**src/core/rdr_pkg.sv**
```systemverilog
// Purpose: Shared constants for the rotated display refresh block
// Assumes: 32-bit APB, one register per aligned word, byte address = 4 x index
// Notes:   Printed offsets are register indices, not byte addresses

package rdr_pkg;

    // ************************************************************
    // Register indices
    // ************************************************************
    localparam logic [7:0] IDX_CLOCK_MODE   = 8'h02;
    localparam logic [7:0] IDX_HBLANK       = 8'h08;
    localparam logic [7:0] IDX_VBLANK       = 8'h0A;
    localparam logic [7:0] IDX_START_LOW    = 8'h0C;
    localparam logic [7:0] IDX_START_HIGH   = 8'h0D;
    localparam logic [7:0] IDX_ROT_MODE     = 8'h1B;
    localparam logic [7:0] IDX_LINE_STRIDE  = 8'h1C;
    localparam logic [7:0] IDX_PANEL_WIDTH  = 8'h20;
    localparam logic [7:0] IDX_PANEL_HEIGHT = 8'h21;
    localparam logic [7:0] IDX_PIXEL_FORMAT = 8'h22;
    localparam logic [7:0] IDX_STATUS       = 8'h23;

    // ************************************************************
    // Field positions and reset values
    // ************************************************************
    localparam int unsigned ICD_BIT      = 4;
    localparam int unsigned ROT_EN_BIT   = 7;
    localparam int unsigned ROT_ALT_BIT  = 6;
    localparam int unsigned FMT_EN_BIT   = 2;
    localparam logic [7:0]  REG8_RESET   = 8'h00;
    localparam logic [9:0]  WIDTH_RESET  = 10'h140;
    localparam logic [9:0]  HEIGHT_RESET = 10'h0F0;

    // ************************************************************
    // Timing
    // ************************************************************
    localparam int unsigned CLK_MHZ     = 50;
    localparam int unsigned MEM_LATENCY = 1;
    localparam int unsigned TICK_CNT_W  = 6;

    typedef enum logic [0:0]
    {
        PH_OFF = 1'b0,
        PH_RUN = 1'b1
    } rdr_phase_t;

endpackage

```
**src/core/rdr_tick_if.sv**
```systemverilog
// Purpose: Carries the pixel clock divide request and the resulting tick
// Assumes: Single clock domain
// Notes:   shift is log2 of the divide ratio
`timescale 1ns/1ps

interface rdr_tick_if;
    logic [2:0] shift;
    logic       restart;
    logic       tick;

    modport ctl (output shift, output restart, input tick);
    modport gen (input shift, input restart, output tick);
endinterface

```
**src/core/rdr_refresh.sv**
```systemverilog
// Purpose: Portrait and landscape refresh address and timing generator
// Assumes: Display buffer answers a read one cycle after mem_rd
// Notes:   APB slave with one wait-free access cycle
//
// How it works
// [RULE1] One screen region only, no split screen
// [RULE2] Default scheme width is power of two
// [RULE3] Default scheme keeps pixel clock at operating clock
// [RULE4] Alternate scheme needs operating clock twice pixel
// [RULE5] Pan two lines default, one alternate
// [RULE6] Mode 80h selects default rotated refresh
// [RULE7] Mode C0h selects alternate rotated refresh
// [RULE8] Alternate scheme halves the pixel clock
// [RULE9] Clock select divides pixel clock further
// [RULE10] Default scheme leaves blanking timing unchanged
// [RULE11] Software sets stride as width times depth
// [RULE12] Software sets start as line bytes minus one
// [RULE13] Offset zero is upper left corner
// [RULE14] Memory contents are never rotated by hardware
// [RULE15] Alternate stride is plain width in bytes
// [RULE16] Frame is total pixels times total lines
// [RULE17] Enable low means landscape, other settings ignored
// [RULE18] Rotated start address counts bytes
// [RULE19] Landscape ignores the line stride register
// [RULE20] Mode and start change at frame boundary
//
// Chosen here: the APB interface to the registers.
`timescale 1ns/1ps

module rdr_refresh #(
    parameter int unsigned PADDR_W = 12,
    parameter int unsigned MADDR_W = 16
) (
    input  wire logic               clk,
    input  wire logic               rst_b,
    input  wire logic               ce,
    input  wire logic [PADDR_W-1:0] paddr,
    input  wire logic               psel,
    input  wire logic               penable,
    input  wire logic               pwrite,
    input  wire logic [31:0]        pwdata,
    input  wire logic [3:0]         pstrb,
    output logic      [31:0]        prdata,
    output logic                    pready,
    output logic                    pslverr,
    output logic      [MADDR_W-1:0] mem_addr,
    output logic                    mem_rd,
    input  wire logic [7:0]         mem_rdata,
    output logic      [7:0]         pix_data,
    output logic                    pix_valid,
    output logic                    pix_strobe,
    output logic                    line_sync,
    output logic                    frame_sync
);
    typedef struct packed {
        logic [31:0]        prdata;
        logic               pready;
        logic               pslverr;
        logic [7:0]         clock_mode;
        logic [7:0]         hblank;
        logic [7:0]         vblank;
        logic [7:0]         start_lo;
        logic [7:0]         start_hi;
        logic [7:0]         rot_mode;
        logic [7:0]         stride;
        logic [9:0]         width;
        logic [9:0]         height;
        logic [2:0]         fmt;
        rdr_pkg::rdr_phase_t phase;
        logic               sh_rot;
        logic               sh_alt;
        logic               sh_icd;
        logic [1:0]         sh_pcs;
        logic [1:0]         sh_bpp;
        logic [14:0]        sh_start;
        logic [7:0]         sh_stride;
        logic [9:0]         sh_hdp;
        logic [9:0]         sh_vdp;
        logic [7:0]         sh_hbl;
        logic [7:0]         sh_vbl;
        logic [10:0]        hcnt;
        logic [10:0]        vcnt;
        logic [2:0]         sub;
        logic [MADDR_W-1:0] addr;
        logic [MADDR_W-1:0] base;
        logic [MADDR_W-1:0] mem_addr;
        logic               mem_rd;
        logic [2:0]         sel;
        logic [2:0]         sel_d;
        logic               rd_d;
        logic [7:0]         pix_data;
        logic               pix_valid;
        logic               pix_strobe;
        logic               line_sync;
        logic               frame_sync;
        logic [7:0]         frames;
    } rdr_refresh_state_t;

    rdr_refresh_state_t s;
    rdr_refresh_state_t next_s;
    rdr_tick_if         tk();

    // ************************************************************
    // Pixel clock divider
    // ************************************************************
    // Landscape ignores the scheme and select bits; default scheme adds no divide
    assign tk.shift   = 3'({2'b00, s.sh_icd}
                        + (s.sh_rot ? {2'b00, s.sh_alt} + {1'b0, s.sh_pcs} : 3'h0)); // [RULE3] [RULE8] [RULE9] [RULE10] [RULE17]
    assign tk.restart = (s.phase == rdr_pkg::PH_OFF);

    rdr_tick_gen #(
        .CNT_W (rdr_pkg::TICK_CNT_W)
    ) rdr_tick_gen_inst (
        .clk   (clk),
        .rst_b (rst_b),
        .ce    (ce),
        .tk    (tk)
    );

    // ************************************************************
    // Register decode, refresh sequencing
    // ************************************************************
    // All state advances in one process so a frame boundary sees one consistent mapping
    always_comb
    begin
        logic [7:0]         idx;
        logic               hit;
        logic [31:0]        rd;
        logic [10:0]        htot;
        logic [10:0]        vtot;
        logic               vis;
        logic [2:0]         ppb_m1;
        logic [MADDR_W-1:0] lbytes;
        logic [14:0]        eff;
        logic [MADDR_W-1:0] first;
        logic               hot;
        idx    = paddr[9:2];
        hit    = 1'b0;
        rd     = 32'h0000_0000;
        htot   = {1'b0, s.sh_hdp} + {3'h0, s.sh_hbl};   // [RULE16]
        vtot   = {1'b0, s.sh_vdp} + {3'h0, s.sh_vbl};   // [RULE16]
        vis    = (s.hcnt < {1'b0, s.sh_hdp}) && (s.vcnt < {1'b0, s.sh_vdp});
        ppb_m1 = 3'(4'h8 >> s.sh_bpp) - 3'h1;
        lbytes = MADDR_W'(({3'h0, s.sh_hdp} << s.sh_bpp) >> 3);
        next_s = s;
        hot    = 1'b0;
        eff    = '0;
        first  = '0;

        // Read mux; unmapped or misaligned addresses answer with an error
        if (paddr[1:0] == 2'b00 && paddr[PADDR_W-1:10] == '0)
        begin
            hit = 1'b1;
            unique case (idx)
                rdr_pkg::IDX_CLOCK_MODE:   rd = {24'h0, s.clock_mode};
                rdr_pkg::IDX_HBLANK:       rd = {24'h0, s.hblank};
                rdr_pkg::IDX_VBLANK:       rd = {24'h0, s.vblank};
                rdr_pkg::IDX_START_LOW:    rd = {24'h0, s.start_lo};
                rdr_pkg::IDX_START_HIGH:   rd = {24'h0, s.start_hi};
                rdr_pkg::IDX_ROT_MODE:     rd = {24'h0, s.rot_mode};
                rdr_pkg::IDX_LINE_STRIDE:  rd = {24'h0, s.stride};
                rdr_pkg::IDX_PANEL_WIDTH:  rd = {22'h0, s.width};
                rdr_pkg::IDX_PANEL_HEIGHT: rd = {22'h0, s.height};
                rdr_pkg::IDX_PIXEL_FORMAT: rd = {29'h0, s.fmt};
                rdr_pkg::IDX_STATUS:       rd = {16'h0, s.frames, 4'h0, s.sh_alt, s.sh_rot,
                                                 (s.vcnt >= {1'b0, s.sh_vdp}), s.phase};
                default:                   hit = 1'b0;
            endcase
        end

        // Setup cycle: answer is ready in the first access cycle; ready and error stand for that cycle only
        next_s.pready  = 1'b0;
        next_s.pslverr = 1'b0;
        if (psel && !penable)
        begin
            next_s.pready  = 1'b1;
            next_s.pslverr = !hit;
            next_s.prdata  = rd;
        end

        // Write takes effect on the edge where the access completes
        if (psel && penable && s.pready && pwrite && hit && pstrb[0])
        begin
            unique case (idx)
                rdr_pkg::IDX_CLOCK_MODE:   next_s.clock_mode = pwdata[7:0];
                rdr_pkg::IDX_HBLANK:       next_s.hblank     = pwdata[7:0];
                rdr_pkg::IDX_VBLANK:       next_s.vblank     = pwdata[7:0];
                rdr_pkg::IDX_START_LOW:    next_s.start_lo   = pwdata[7:0];
                rdr_pkg::IDX_START_HIGH:   next_s.start_hi   = {1'b0, pwdata[6:0]};
                rdr_pkg::IDX_ROT_MODE:     next_s.rot_mode   = {pwdata[7:6], 4'h0, pwdata[1:0]}; // [RULE6] [RULE7]
                rdr_pkg::IDX_LINE_STRIDE:  next_s.stride     = pwdata[7:0];
                rdr_pkg::IDX_PANEL_WIDTH:  next_s.width[7:0]  = pwdata[7:0];
                rdr_pkg::IDX_PANEL_HEIGHT: next_s.height[7:0] = pwdata[7:0];
                rdr_pkg::IDX_PIXEL_FORMAT: next_s.fmt        = pwdata[2:0];
                default:                   next_s.fmt        = s.fmt;
            endcase
        end
        if (psel && penable && s.pready && pwrite && hit && pstrb[1])
        begin
            if (idx == rdr_pkg::IDX_PANEL_WIDTH)
                next_s.width[9:8] = pwdata[9:8];
            if (idx == rdr_pkg::IDX_PANEL_HEIGHT)
                next_s.height[9:8] = pwdata[9:8];
        end

        // Start address of the coming frame, from live registers
        eff = {s.start_hi[6:0], s.start_lo};
        if (s.rot_mode[rdr_pkg::ROT_EN_BIT] && !s.rot_mode[rdr_pkg::ROT_ALT_BIT])
            eff = eff & ~{7'h00, s.stride};              // [RULE5] [RULE2]
        if (s.rot_mode[rdr_pkg::ROT_EN_BIT])
            first = MADDR_W'(eff);                       // [RULE18] [RULE13]
        else
            first = MADDR_W'({eff, 1'b0});

        // Pipeline defaults
        next_s.mem_rd     = 1'b0;
        next_s.line_sync  = 1'b0;
        next_s.frame_sync = 1'b0;
        next_s.pix_strobe = tk.tick && (s.phase == rdr_pkg::PH_RUN);
        next_s.rd_d       = s.mem_rd;
        next_s.sel_d      = s.sel;

        // Pixel out one cycle after the buffer answers
        if (s.rd_d)
        begin
            next_s.pix_data  = (mem_rdata >> s.sel_d) & (8'hFF >> (4'h8 - (4'h1 << s.sh_bpp)));
            next_s.pix_valid = 1'b1;
        end
        else if (tk.tick)
        begin
            next_s.pix_valid = 1'b0;
        end

        unique case (s.phase)
            rdr_pkg::PH_OFF:
            begin
                if (s.fmt[rdr_pkg::FMT_EN_BIT])
                begin
                    next_s.phase = rdr_pkg::PH_RUN;
                    hot          = 1'b1;
                end
            end
            rdr_pkg::PH_RUN:
            begin
                if (!s.fmt[rdr_pkg::FMT_EN_BIT])
                begin
                    next_s.phase     = rdr_pkg::PH_OFF;
                    next_s.pix_valid = 1'b0;
                end
                else if (tk.tick)
                begin
                    // Fetch for this pixel; one region only, no second screen
                    if (vis)
                    begin
                        next_s.mem_rd   = 1'b1;                  // [RULE1]
                        next_s.mem_addr = s.addr;
                        if (s.sh_rot)
                        begin
                            next_s.sel  = 3'(s.sub << s.sh_bpp);
                            next_s.addr = s.addr + MADDR_W'(s.sh_stride); // [RULE11] [RULE15]
                        end
                        else
                        begin
                            next_s.sel = 3'((ppb_m1 - s.sub) << s.sh_bpp);
                            if (s.sub == ppb_m1)
                            begin
                                next_s.sub  = 3'h0;
                                next_s.addr = s.addr + MADDR_W'(1);
                            end
                            else
                            begin
                                next_s.sub = s.sub + 3'h1;
                            end
                        end
                    end
                    if (s.hcnt == htot - 11'h1)
                    begin
                        next_s.hcnt      = 11'h0;
                        next_s.line_sync = 1'b1;
                        if (s.vcnt == vtot - 11'h1)
                            hot = 1'b1;
                        else
                        begin
                            next_s.vcnt = s.vcnt + 11'h1;
                            if (s.sh_rot)
                            begin
                                // Portrait: next panel line walks one memory column left
                                if (s.sub == ppb_m1)
                                begin
                                    next_s.sub  = 3'h0;
                                    next_s.base = s.base - MADDR_W'(1);
                                    next_s.addr = s.base - MADDR_W'(1);
                                end
                                else
                                begin
                                    next_s.sub  = s.sub + 3'h1;
                                    next_s.addr = s.base;
                                end
                            end
                            else
                            begin
                                next_s.sub  = 3'h0;
                                next_s.base = s.base + lbytes;   // [RULE19]
                                next_s.addr = s.base + lbytes;
                            end
                        end
                    end
                    else
                    begin
                        next_s.hcnt = s.hcnt + 11'h1;
                    end
                end
            end
        endcase

        // Frame boundary: take the new mapping in one step
        if (hot)
        begin
            next_s.sh_rot     = s.rot_mode[rdr_pkg::ROT_EN_BIT];  // [RULE20] [RULE17]
            next_s.sh_alt     = s.rot_mode[rdr_pkg::ROT_ALT_BIT];
            next_s.sh_pcs     = s.rot_mode[1:0];
            next_s.sh_icd     = s.clock_mode[rdr_pkg::ICD_BIT];
            next_s.sh_start   = eff;
            next_s.sh_stride  = s.stride;
            next_s.sh_bpp     = s.fmt[1:0];
            next_s.sh_hdp     = s.width;
            next_s.sh_vdp     = s.height;
            next_s.sh_hbl     = s.hblank;
            next_s.sh_vbl     = s.vblank;
            next_s.hcnt       = 11'h0;
            next_s.vcnt       = 11'h0;
            next_s.sub        = 3'h0;
            next_s.base       = first;                           // [RULE14]
            next_s.addr       = first;
            next_s.frame_sync = (s.phase == rdr_pkg::PH_RUN);
            next_s.frames     = s.frames + 8'h01;
        end
    end

    // ************************************************************
    // State register
    // ************************************************************
    // Clock enable low freezes everything, including the bus answer
    always_ff @(posedge clk)
    begin
        if (!rst_b)
        begin
            s            <= '0;
            s.clock_mode <= rdr_pkg::REG8_RESET;
            s.rot_mode   <= rdr_pkg::REG8_RESET;
            s.width      <= rdr_pkg::WIDTH_RESET;
            s.height     <= rdr_pkg::HEIGHT_RESET;
            s.phase      <= rdr_pkg::PH_OFF;
        end
        else if (ce)
        begin
            s <= next_s;
        end
    end

    // Ports straight from the state flip-flops
    assign prdata     = s.prdata;
    assign pready     = s.pready;
    assign pslverr    = s.pslverr;
    assign mem_addr   = s.mem_addr;
    assign mem_rd     = s.mem_rd;
    assign pix_data   = s.pix_data;
    assign pix_valid  = s.pix_valid;
    assign pix_strobe = s.pix_strobe;
    assign line_sync  = s.line_sync;
    assign frame_sync = s.frame_sync;

endmodule

```
**src/core/rdr_tick_gen.sv**
```systemverilog
// Purpose: Pixel clock enable from the operating clock, divide by 2**shift
// Assumes: shift below CNT_W
// Notes:   Tick is a one-cycle pulse from a flip-flop
`timescale 1ns/1ps

module rdr_tick_gen #(
    parameter int unsigned CNT_W = rdr_pkg::TICK_CNT_W
) (
    input  wire logic clk,
    input  wire logic rst_b,
    input  wire logic ce,
    rdr_tick_if.gen   tk
);
    typedef struct packed {
        logic [CNT_W-1:0] cnt;
        logic             tick;
    } rdr_tick_state_t;

    rdr_tick_state_t s;
    rdr_tick_state_t next_s;
    logic [CNT_W-1:0] last;

    // ************************************************************
    // Divider
    // ************************************************************
    // Terminal count; shift 0 gives a tick on every cycle
    assign last = CNT_W'((1 << tk.shift) - 1);

    always_comb
    begin
        next_s      = s;
        next_s.tick = 1'b0;
        if (tk.restart)
        begin
            next_s.cnt = '0;
        end
        else if (s.cnt >= last)
        begin
            next_s.cnt  = '0;
            next_s.tick = 1'b1;
        end
        else
        begin
            next_s.cnt = s.cnt + CNT_W'(1);
        end
    end

    always_ff @(posedge clk)
    begin
        if (!rst_b)
            s <= '0;
        else if (ce)
            s <= next_s;
    end

    assign tk.tick = s.tick;

endmodule

```
**config.mk**
```make
export PLATFORM = sky130hd
export DESIGN_NAME = rdr_refresh
export DESIGN_NICKNAME = d
export VERILOG_FILES = /design/src/core/rdr_pkg.sv /design/src/core/rdr_tick_if.sv /design/src/core/rdr_refresh.sv /design/src/core/rdr_tick_gen.sv
export SDC_FILE = /design/constraint.sdc
export NUM_CORES = 1
export LEC_CHECK = 0
export BUFFER_PORTS_ARGS = -buffer_cell sky130_fd_sc_hd__clkbuf_2
export CAP_MARGIN = 20
export CORE_ASPECT_RATIO = 0.8
export CORE_UTILIZATION = 45
export CTS_CLUSTER_DIAMETER = 100
export DETAILED_ROUTE_END_ITERATION = 10
export HOLD_SLACK_MARGIN = 0.02
export PLACE_DENSITY = 0.74
export SYNTH_ARGS = -nofsm -noshare
export SYNTH_HDL_FRONTEND = slang
export SYNTH_SLANG_ARGS = --single-unit
```
**constraint.sdc**
```tcl
create_clock -name clk -period 8 [get_ports clk]
set_input_delay 0 -clock clk [delete_from_list [all_inputs] [get_ports clk]]
set_output_delay 0 -clock clk [all_outputs]
set_load 0.01 [all_outputs]
```
==> results of run 1 <==
[power by group]
part           switching [W]  internal (W)
clock network       0.000568      0.000851
registers        0.000000252       0.00125
logic              0.0000554     0.0000231
[sequential cells by signal, indices dropped and copies added (netlist names)]
register,count
rdr_tick_gen_inst.s,6
pready,1
line_sync,1
pix_data,8
mem_addr,16
next_s,3
mem_rd,1
pix_valid,1
rdr_tick_gen_inst.tk.tick,1
prdata,16
pix_strobe,1
pslverr,1
s,195
frame_sync,1
[cells by family after synthesis]
family,after synthesis,synth area share [%]
compound gates,553,20.45
xor+xnor,83,4.523
other cells,1,0.02333
mux,131,8.680
flops,252,31.39
buf+inv,290,8.135
fa+ha+maj,96,7.707
simple gates,639,19.10
[worst max path at each step]
stage,endpoint
global placement,s[5]
global route,s[5]
CTS,s[5]
finish,s[5]
floorplan,rdr_tick_gen_inst.s[1]
detailed placement,s[5]
[per-stage QoR]
stage	total power, W	instance area, µm²
after global placement	0.001351	16410
final	0.002753	17660
after detailed placement	0.001352	16410
after global routing	0.002824	17660
after CTS	0.002764	17660
after floorplan	0.001332	16130
[synth_stat cells, drive strengths merged, types with 8 or more instances]
master   instances  area (µm²)
o2111ai          8       70.07
or3             11       68.82
clkbuf         107       402.9
mux2i          118        1181
o211ai          22       165.2
nor2           206       788.3
a21oi          234        1171
ha              91        1139
a31oi            9       56.30
and3            25       156.4
nand2b          23       143.9
nand3b          23       172.7
a211oi          23       172.7
and2            13       81.33
a21o            14       105.1
nand4           11       68.82
xnor2           50       437.9
nor2b           10       62.56
inv            107       401.6
dfxtp          252        5045
nand2          181       679.4
nor4            16       112.6
nand3           45       230.2
o21ai          138       690.7
o22ai           22       137.6
buf             76       503.0
nor3            48       267.8
a22oi           22       165.2
xor2            33       289.0
[final cells by class]
class / instances / area, µm²
Multi-Input combinational cell: 1518 / 9801
Clock buffer: 35 / 777.0
Inverter: 107 / 406.6
Tap cell: 472 / 590.6
Sequential cell: 252 / 5046
Clock inverter: 14 / 236.5
Fill cell: 3345 / 17300
Timing Repair Buffer: 127 / 803.3
[metal layers]
metal / vias up / routed length, µm
met2: 586 / 19650
met1: 7052 / 21640
li1: 7119 / -
met4: 0 / 1495
met5: - / 0
met3: 105 / 4013
[worst max-delay path, delay by kind of cell, from the launching register on]
| family | cells | cell delay, ps |
|---|---|---|
| simple gates | 7 | 1980 |
| fa+ha+maj | 3 | 910 |
| buf+inv | 5 | 1050 |
| compound gates | 1 | 140 |
| flops | 1 | 390 |
| xor+xnor | 1 | 130 |
==> metrics, run 1 <==
outcome=completed; final worst-path setup slack=3311 ps; Max-slew headroom=30.40%; Die Height=about 170 µm; total track usage=about a quarter; crit path DAT=5210 ps; # nets final=around 2200; Hold Slack=~31 ps; Num CTS Buffers=28; Syn Std Cell Area=16070 µm²; WP data required=8520 ps; final setup TNS=0 ps; commonest non-fill, non-tap cells in the layout=dfxtp_1 (251), a21oi_1 (234), nor2_1 (198); Hold Violations, Final=0; RSZ-0062 raised after global routing=false; First-pass DRT Iterations=5; Routed Antenna Nets=0; Finished Core Util=50.52%; met3 Resource Use GR=4.240%; Routability Congestion=0.9764; critical path fanouts, max=57; met2 usage=a little under two fifths; DR vias/cell=roughly 6; ANT cells=0; worst setup path startpoint=s[128]; Post-CTS Setup Inserts=0; hold path depth=6; share of synthesized registers carrying an async set or reset=0%; placed insts=2452; Crit path largest cell delay=~560 ps; DRT iter0 DRCs=1544; Max Buffers Root-to-Sink=3; initial antenna violation count=0; Synth Flop Type=dfxtp_1; CTS root buf=clkbuf_16; CP endpoint kind=flop; period utilisation layout=58.61%; met1 usage=a little under two fifths; die area=around 36000 µm²; vias in the first global route=13700; most used routing layer=met2; Worst R2R Setup Slack=3310 ps; Slew @ Worst Pin=1043 ps; startpoint types=flop; later-pin clock latency in the skew report=roughly 600 ps; hold_sp=mem_rdata[2]; register bit total from synthesis=252; synthesized area per cell=roughly 7.9 µm²; Power Density=about 160 nW/µm²; Hold Path End=pix_data[0]; clk sinks=roughly 250; DR WL/cell=18.53 µm; TritonCTS clock tree=done; worst r2r src=s[128]; Vias=14860; Clock transition at path regs=around 60 ps; post-synthesis cell count=between 2000 and 2500; maximum vdd drop=~0.16 mV; die width=213.3 µm; final cell count without fillers=2525; # hold bufs at CTS=24; CP dominant cell by count=inv_1; dpl hpwl=between 30000 and 40000 µm; Final Critical Period=between 4000 and 5000 ps; ratio of cells with drive above 1 in the final layout=a little under a tenth; row count=between 60 and 70; Area Overhead vs Synth=9.879%; pin count of the biggest net entering global routing=74; number of port buffers=between 80 and 90; initial core utilization=between 40% and 50%; Seq/Total Area, Yosys=a little under a third; post_cts resized=0; Worst Reg2Reg Path Length in Cells=17; global-route wire length before repair=between 70000 and 80000 µm; H-tree levels=1; max-cap violations=0; worst hold-check path type=in -> reg; GRT overflow=0; Unique masters post-synth=80; final wirelength=roughly 47000 µm; commonest non-fill, non-tap cell in the layout=dfxtp_1; Ports=roughly 130; Leak=about 6.6 nW; # setup viols final=0; number of synthesized flops with an enable pin=0; Slowest-stage cell, CP=or4_1; # DRC=0; critical-path cell list=inv_1 > ha_1 > inv_1 > ha_1 > inv_1 > fa_1 > xnor2_1 > nor3_1 > nand4_1 > nor3_1 > nand4_1 > nor4_4 > buf_4 > nor2_4 > buf_4 > or4_1 > a21oi_1; Final Skew=roughly 52 ps; Worst Setup Slack post-DPL=roughly 3400 ps; Peak Freq=213.3 MHz; Slew Limit Fails=0; Crit Path Class=reg -> reg; warning count from the yosys run=0; worst reg2reg path endpoint=s[5]; core area=~35000 µm²
No activity file was read; power rests on OpenSTA's default activity.
==> run 2: changes to the inputs <==
--- a/config.mk
+++ b/config.mk
@@ -12,7 +12,7 @@
 export CTS_CLUSTER_DIAMETER = 100
 export DETAILED_ROUTE_END_ITERATION = 10
 export HOLD_SLACK_MARGIN = 0.02
-export PLACE_DENSITY = 0.74
+export PLACE_DENSITY = 0.76
 export SYNTH_ARGS = -nofsm -noshare
 export SYNTH_HDL_FRONTEND = slang
 export SYNTH_SLANG_ARGS = --single-unit
==> constraint.sdc (replaced) <==
create_clock -name clk -period 3.81 [get_ports clk]
set_input_delay 0 -clock clk [delete_from_list [all_inputs] [get_ports clk]]
set_output_delay 0 -clock clk [all_outputs]
set_load 0.01 [all_outputs]
==> run 2 against run 1 <==
- first-iteration DRC count rose by 2.0%
- design area rose by 6.6%
- count of clock-buffer cells in the layout rose by 3
- critical path type unchanged
==> metrics, run 2 (synthesized netlist as in run 1, its figures left out) <==
outcome=completed; hold path depth=6; GRT overflow=0; global-route wire length before repair=approximately 77000 µm; clk sinks=around 250; CTS root buf=clkbuf_16; Final Skew=around 11 ps; hold_sp=mem_rdata[2]; dpl hpwl=~35000 µm; Largest register FFs=195; Slew @ Worst Pin=around 970 ps; period utilisation layout=96.80%; DRT iter0 DRCs=about 1600; Max-slew headroom=roughly 36%; Routed Antenna Nets=0; Power Total=around 0.006 W; # setup viols final=0; total track usage=26.70%; commonest non-fill, non-tap cells in the layout=dfxtp_1 (244), a21oi_1 (225), nor2_1 (192); Area Overhead vs Synth=17.13%; Die Height=around 170 µm; Largest Register=s; final worst-path setup slack=122.0 ps; ratio of cells with drive above 1 in the final layout=between 10% and 20%; Clock transition at path regs=~60 ps; critical-path cell list=inv_1 > ha_1 > inv_1 > ha_2 > a21oi_2 > a21oi_1 > o2111a_1 > or3_1 > nor4_4 > buf_4 > or3_1 > buf_4 > mux2_2 > a21oi_1 > a21oi_1; Max Buffers Root-to-Sink=3; Vias=~15000; critical path fanouts, max=6; pin count of the biggest net entering global routing=130; crit path DAT=slightly above 4000 ps; Ports=between 100 and 150; Final Critical Period=between 3000 and 4000 ps; area post-placement=about 17000 µm²; DR WL/cell=roughly 19 µm; Slowest-stage cell, CP=or3_1; Num CTS Buffers=29; startpoint types=flop; H-tree levels=1; initial antenna violation count=1; worst reg2reg path endpoint=s[67]; # DRC=0; Worst Reg2Reg Path Length in Cells=15; WP data required=roughly 4300 ps; core area=roughly 35000 µm²; Crit path largest cell delay=around 440 ps; Routability Congestion=0.9638; Power Density=between 300 and 400 nW/µm²; Crit Path Class=reg -> reg; number of port buffers=84; CP endpoint kind=flop; max-cap violations=0; TritonCTS clock tree=done; vias in the first global route=14280; First-pass DRT Iterations=8; commonest non-fill, non-tap cell in the layout=dfxtp_1; Worst R2R Setup Slack=120 ps; Hold Violations, Final=0; Hold Path End=pix_data[0]; worst hold-check path type=in -> reg; later-pin clock latency in the skew report=roughly 580 ps; row count=61; final setup TNS=0 ps; die area=roughly 36000 µm²; Leak=approximately 7.1 nW; die width=between 200 and 250 µm; Peak Freq=271.1 MHz; final wirelength=49530 µm; Slew Limit Fails=0; DR vias/cell=5.932; CP dominant cell by count=a21oi_1; worst r2r src=s[104]; # nets final=approximately 2300; initial core utilization=45.98%; maximum vdd drop=about 0.36 mV; Finished Core Util=approximately 54%; Design Area, Final=approximately 19000 µm²; Worst Setup Slack post-DPL=-51.96 ps
run 2: cell count changes in the layout (fill, tap and decap cells not counted), moves of 6 or more:
cell / previous run / this run
a21oi_1: 234 / 225
nor2_1: 198 / 192
o21ai_0: 137 / 128
ha_1: 91 / 83
buf_4: 19 / 70
o21ai_1: 1 / 10
dfxtp_2: 1 / 7
buf_6: 0 / 11
dlygate4sd3_1: 24 / 32
dfxtp_1: 251 / 244
a21oi_2: 0 / 8
run 2: through the flow:
step,instances,hold slack (ps)
finish,2607,36.56
global route,2606,54.64
CTS,2592,26.72
detailed placement,2506,252.8
global placement,2506,250.5
floorplan,2060,124.1
run 2: repair_timing:
item,CTS,global route
gates cloned,0,2
endpoints found under the setup margin,48,121
hold buffers,32,0
gates resized for setup,7,83
pin swaps,3,35
hold endpoints to repair,117,0
setup buffers,0,12
run 2: area by class of cell:
type	instances	area, µm²
antenna	1	2.502
sequential	252	5057
clock buffer	38	829.5
inverter	107	406.6
fill	3231	16130
multi-input combinational	1519	10160
timing repair buffer	202	1490
clock inverter	16	289.0
tap	472	590.6
run 2: layer usage:
| metal | vias up | global-route usage, % | share of wire [%] |
|---|---|---|---|
| met1 | 7332 | 37.00 | 43 |
| met3 | 141 | 6.076 | 9.9 |
| met2 | 694 | 40.01 | 43 |
| met5 | - | 0 | 0 |
| li1 | 7297 | - | - |
| met4 | 0 | 10.19 | 3.9 |
run 2: worst max-delay path by stage:
stage / slack (ps) / startpoint / to
3_3_place_gp: 9 / s[102] / s[66]
2_1_floorplan: 8 / s[166] / rdr_tick_gen_inst.s[1]
3_5_place_dp: -50 / s[118] / s[66]
6_report: 120 / s[104] / s[67]
4_1_cts: 2 / s[110] / s[86]
5_1_grt: -40 / s[110] / s[84]
run 2: power breakdown:
group	leakage (nW)	switching, W	internal, W
sequential	2.03	0.000000552	0.00263
clock	0.546	0.00121	0.00202
combinational	4.53	0.000121	0.0000535
total	7.11	0.00133	0.00471
run 2: critical path: cells and delay by family, from the launching register on:
kind                       cells  cell delay [ps]
buffers and inverters          4              470
and+or+nand+nor                3              890
muxes                          1              340
DFF                            1              330
adders and majority gates      2              610
AOI/OAI and AO/OA              5              920
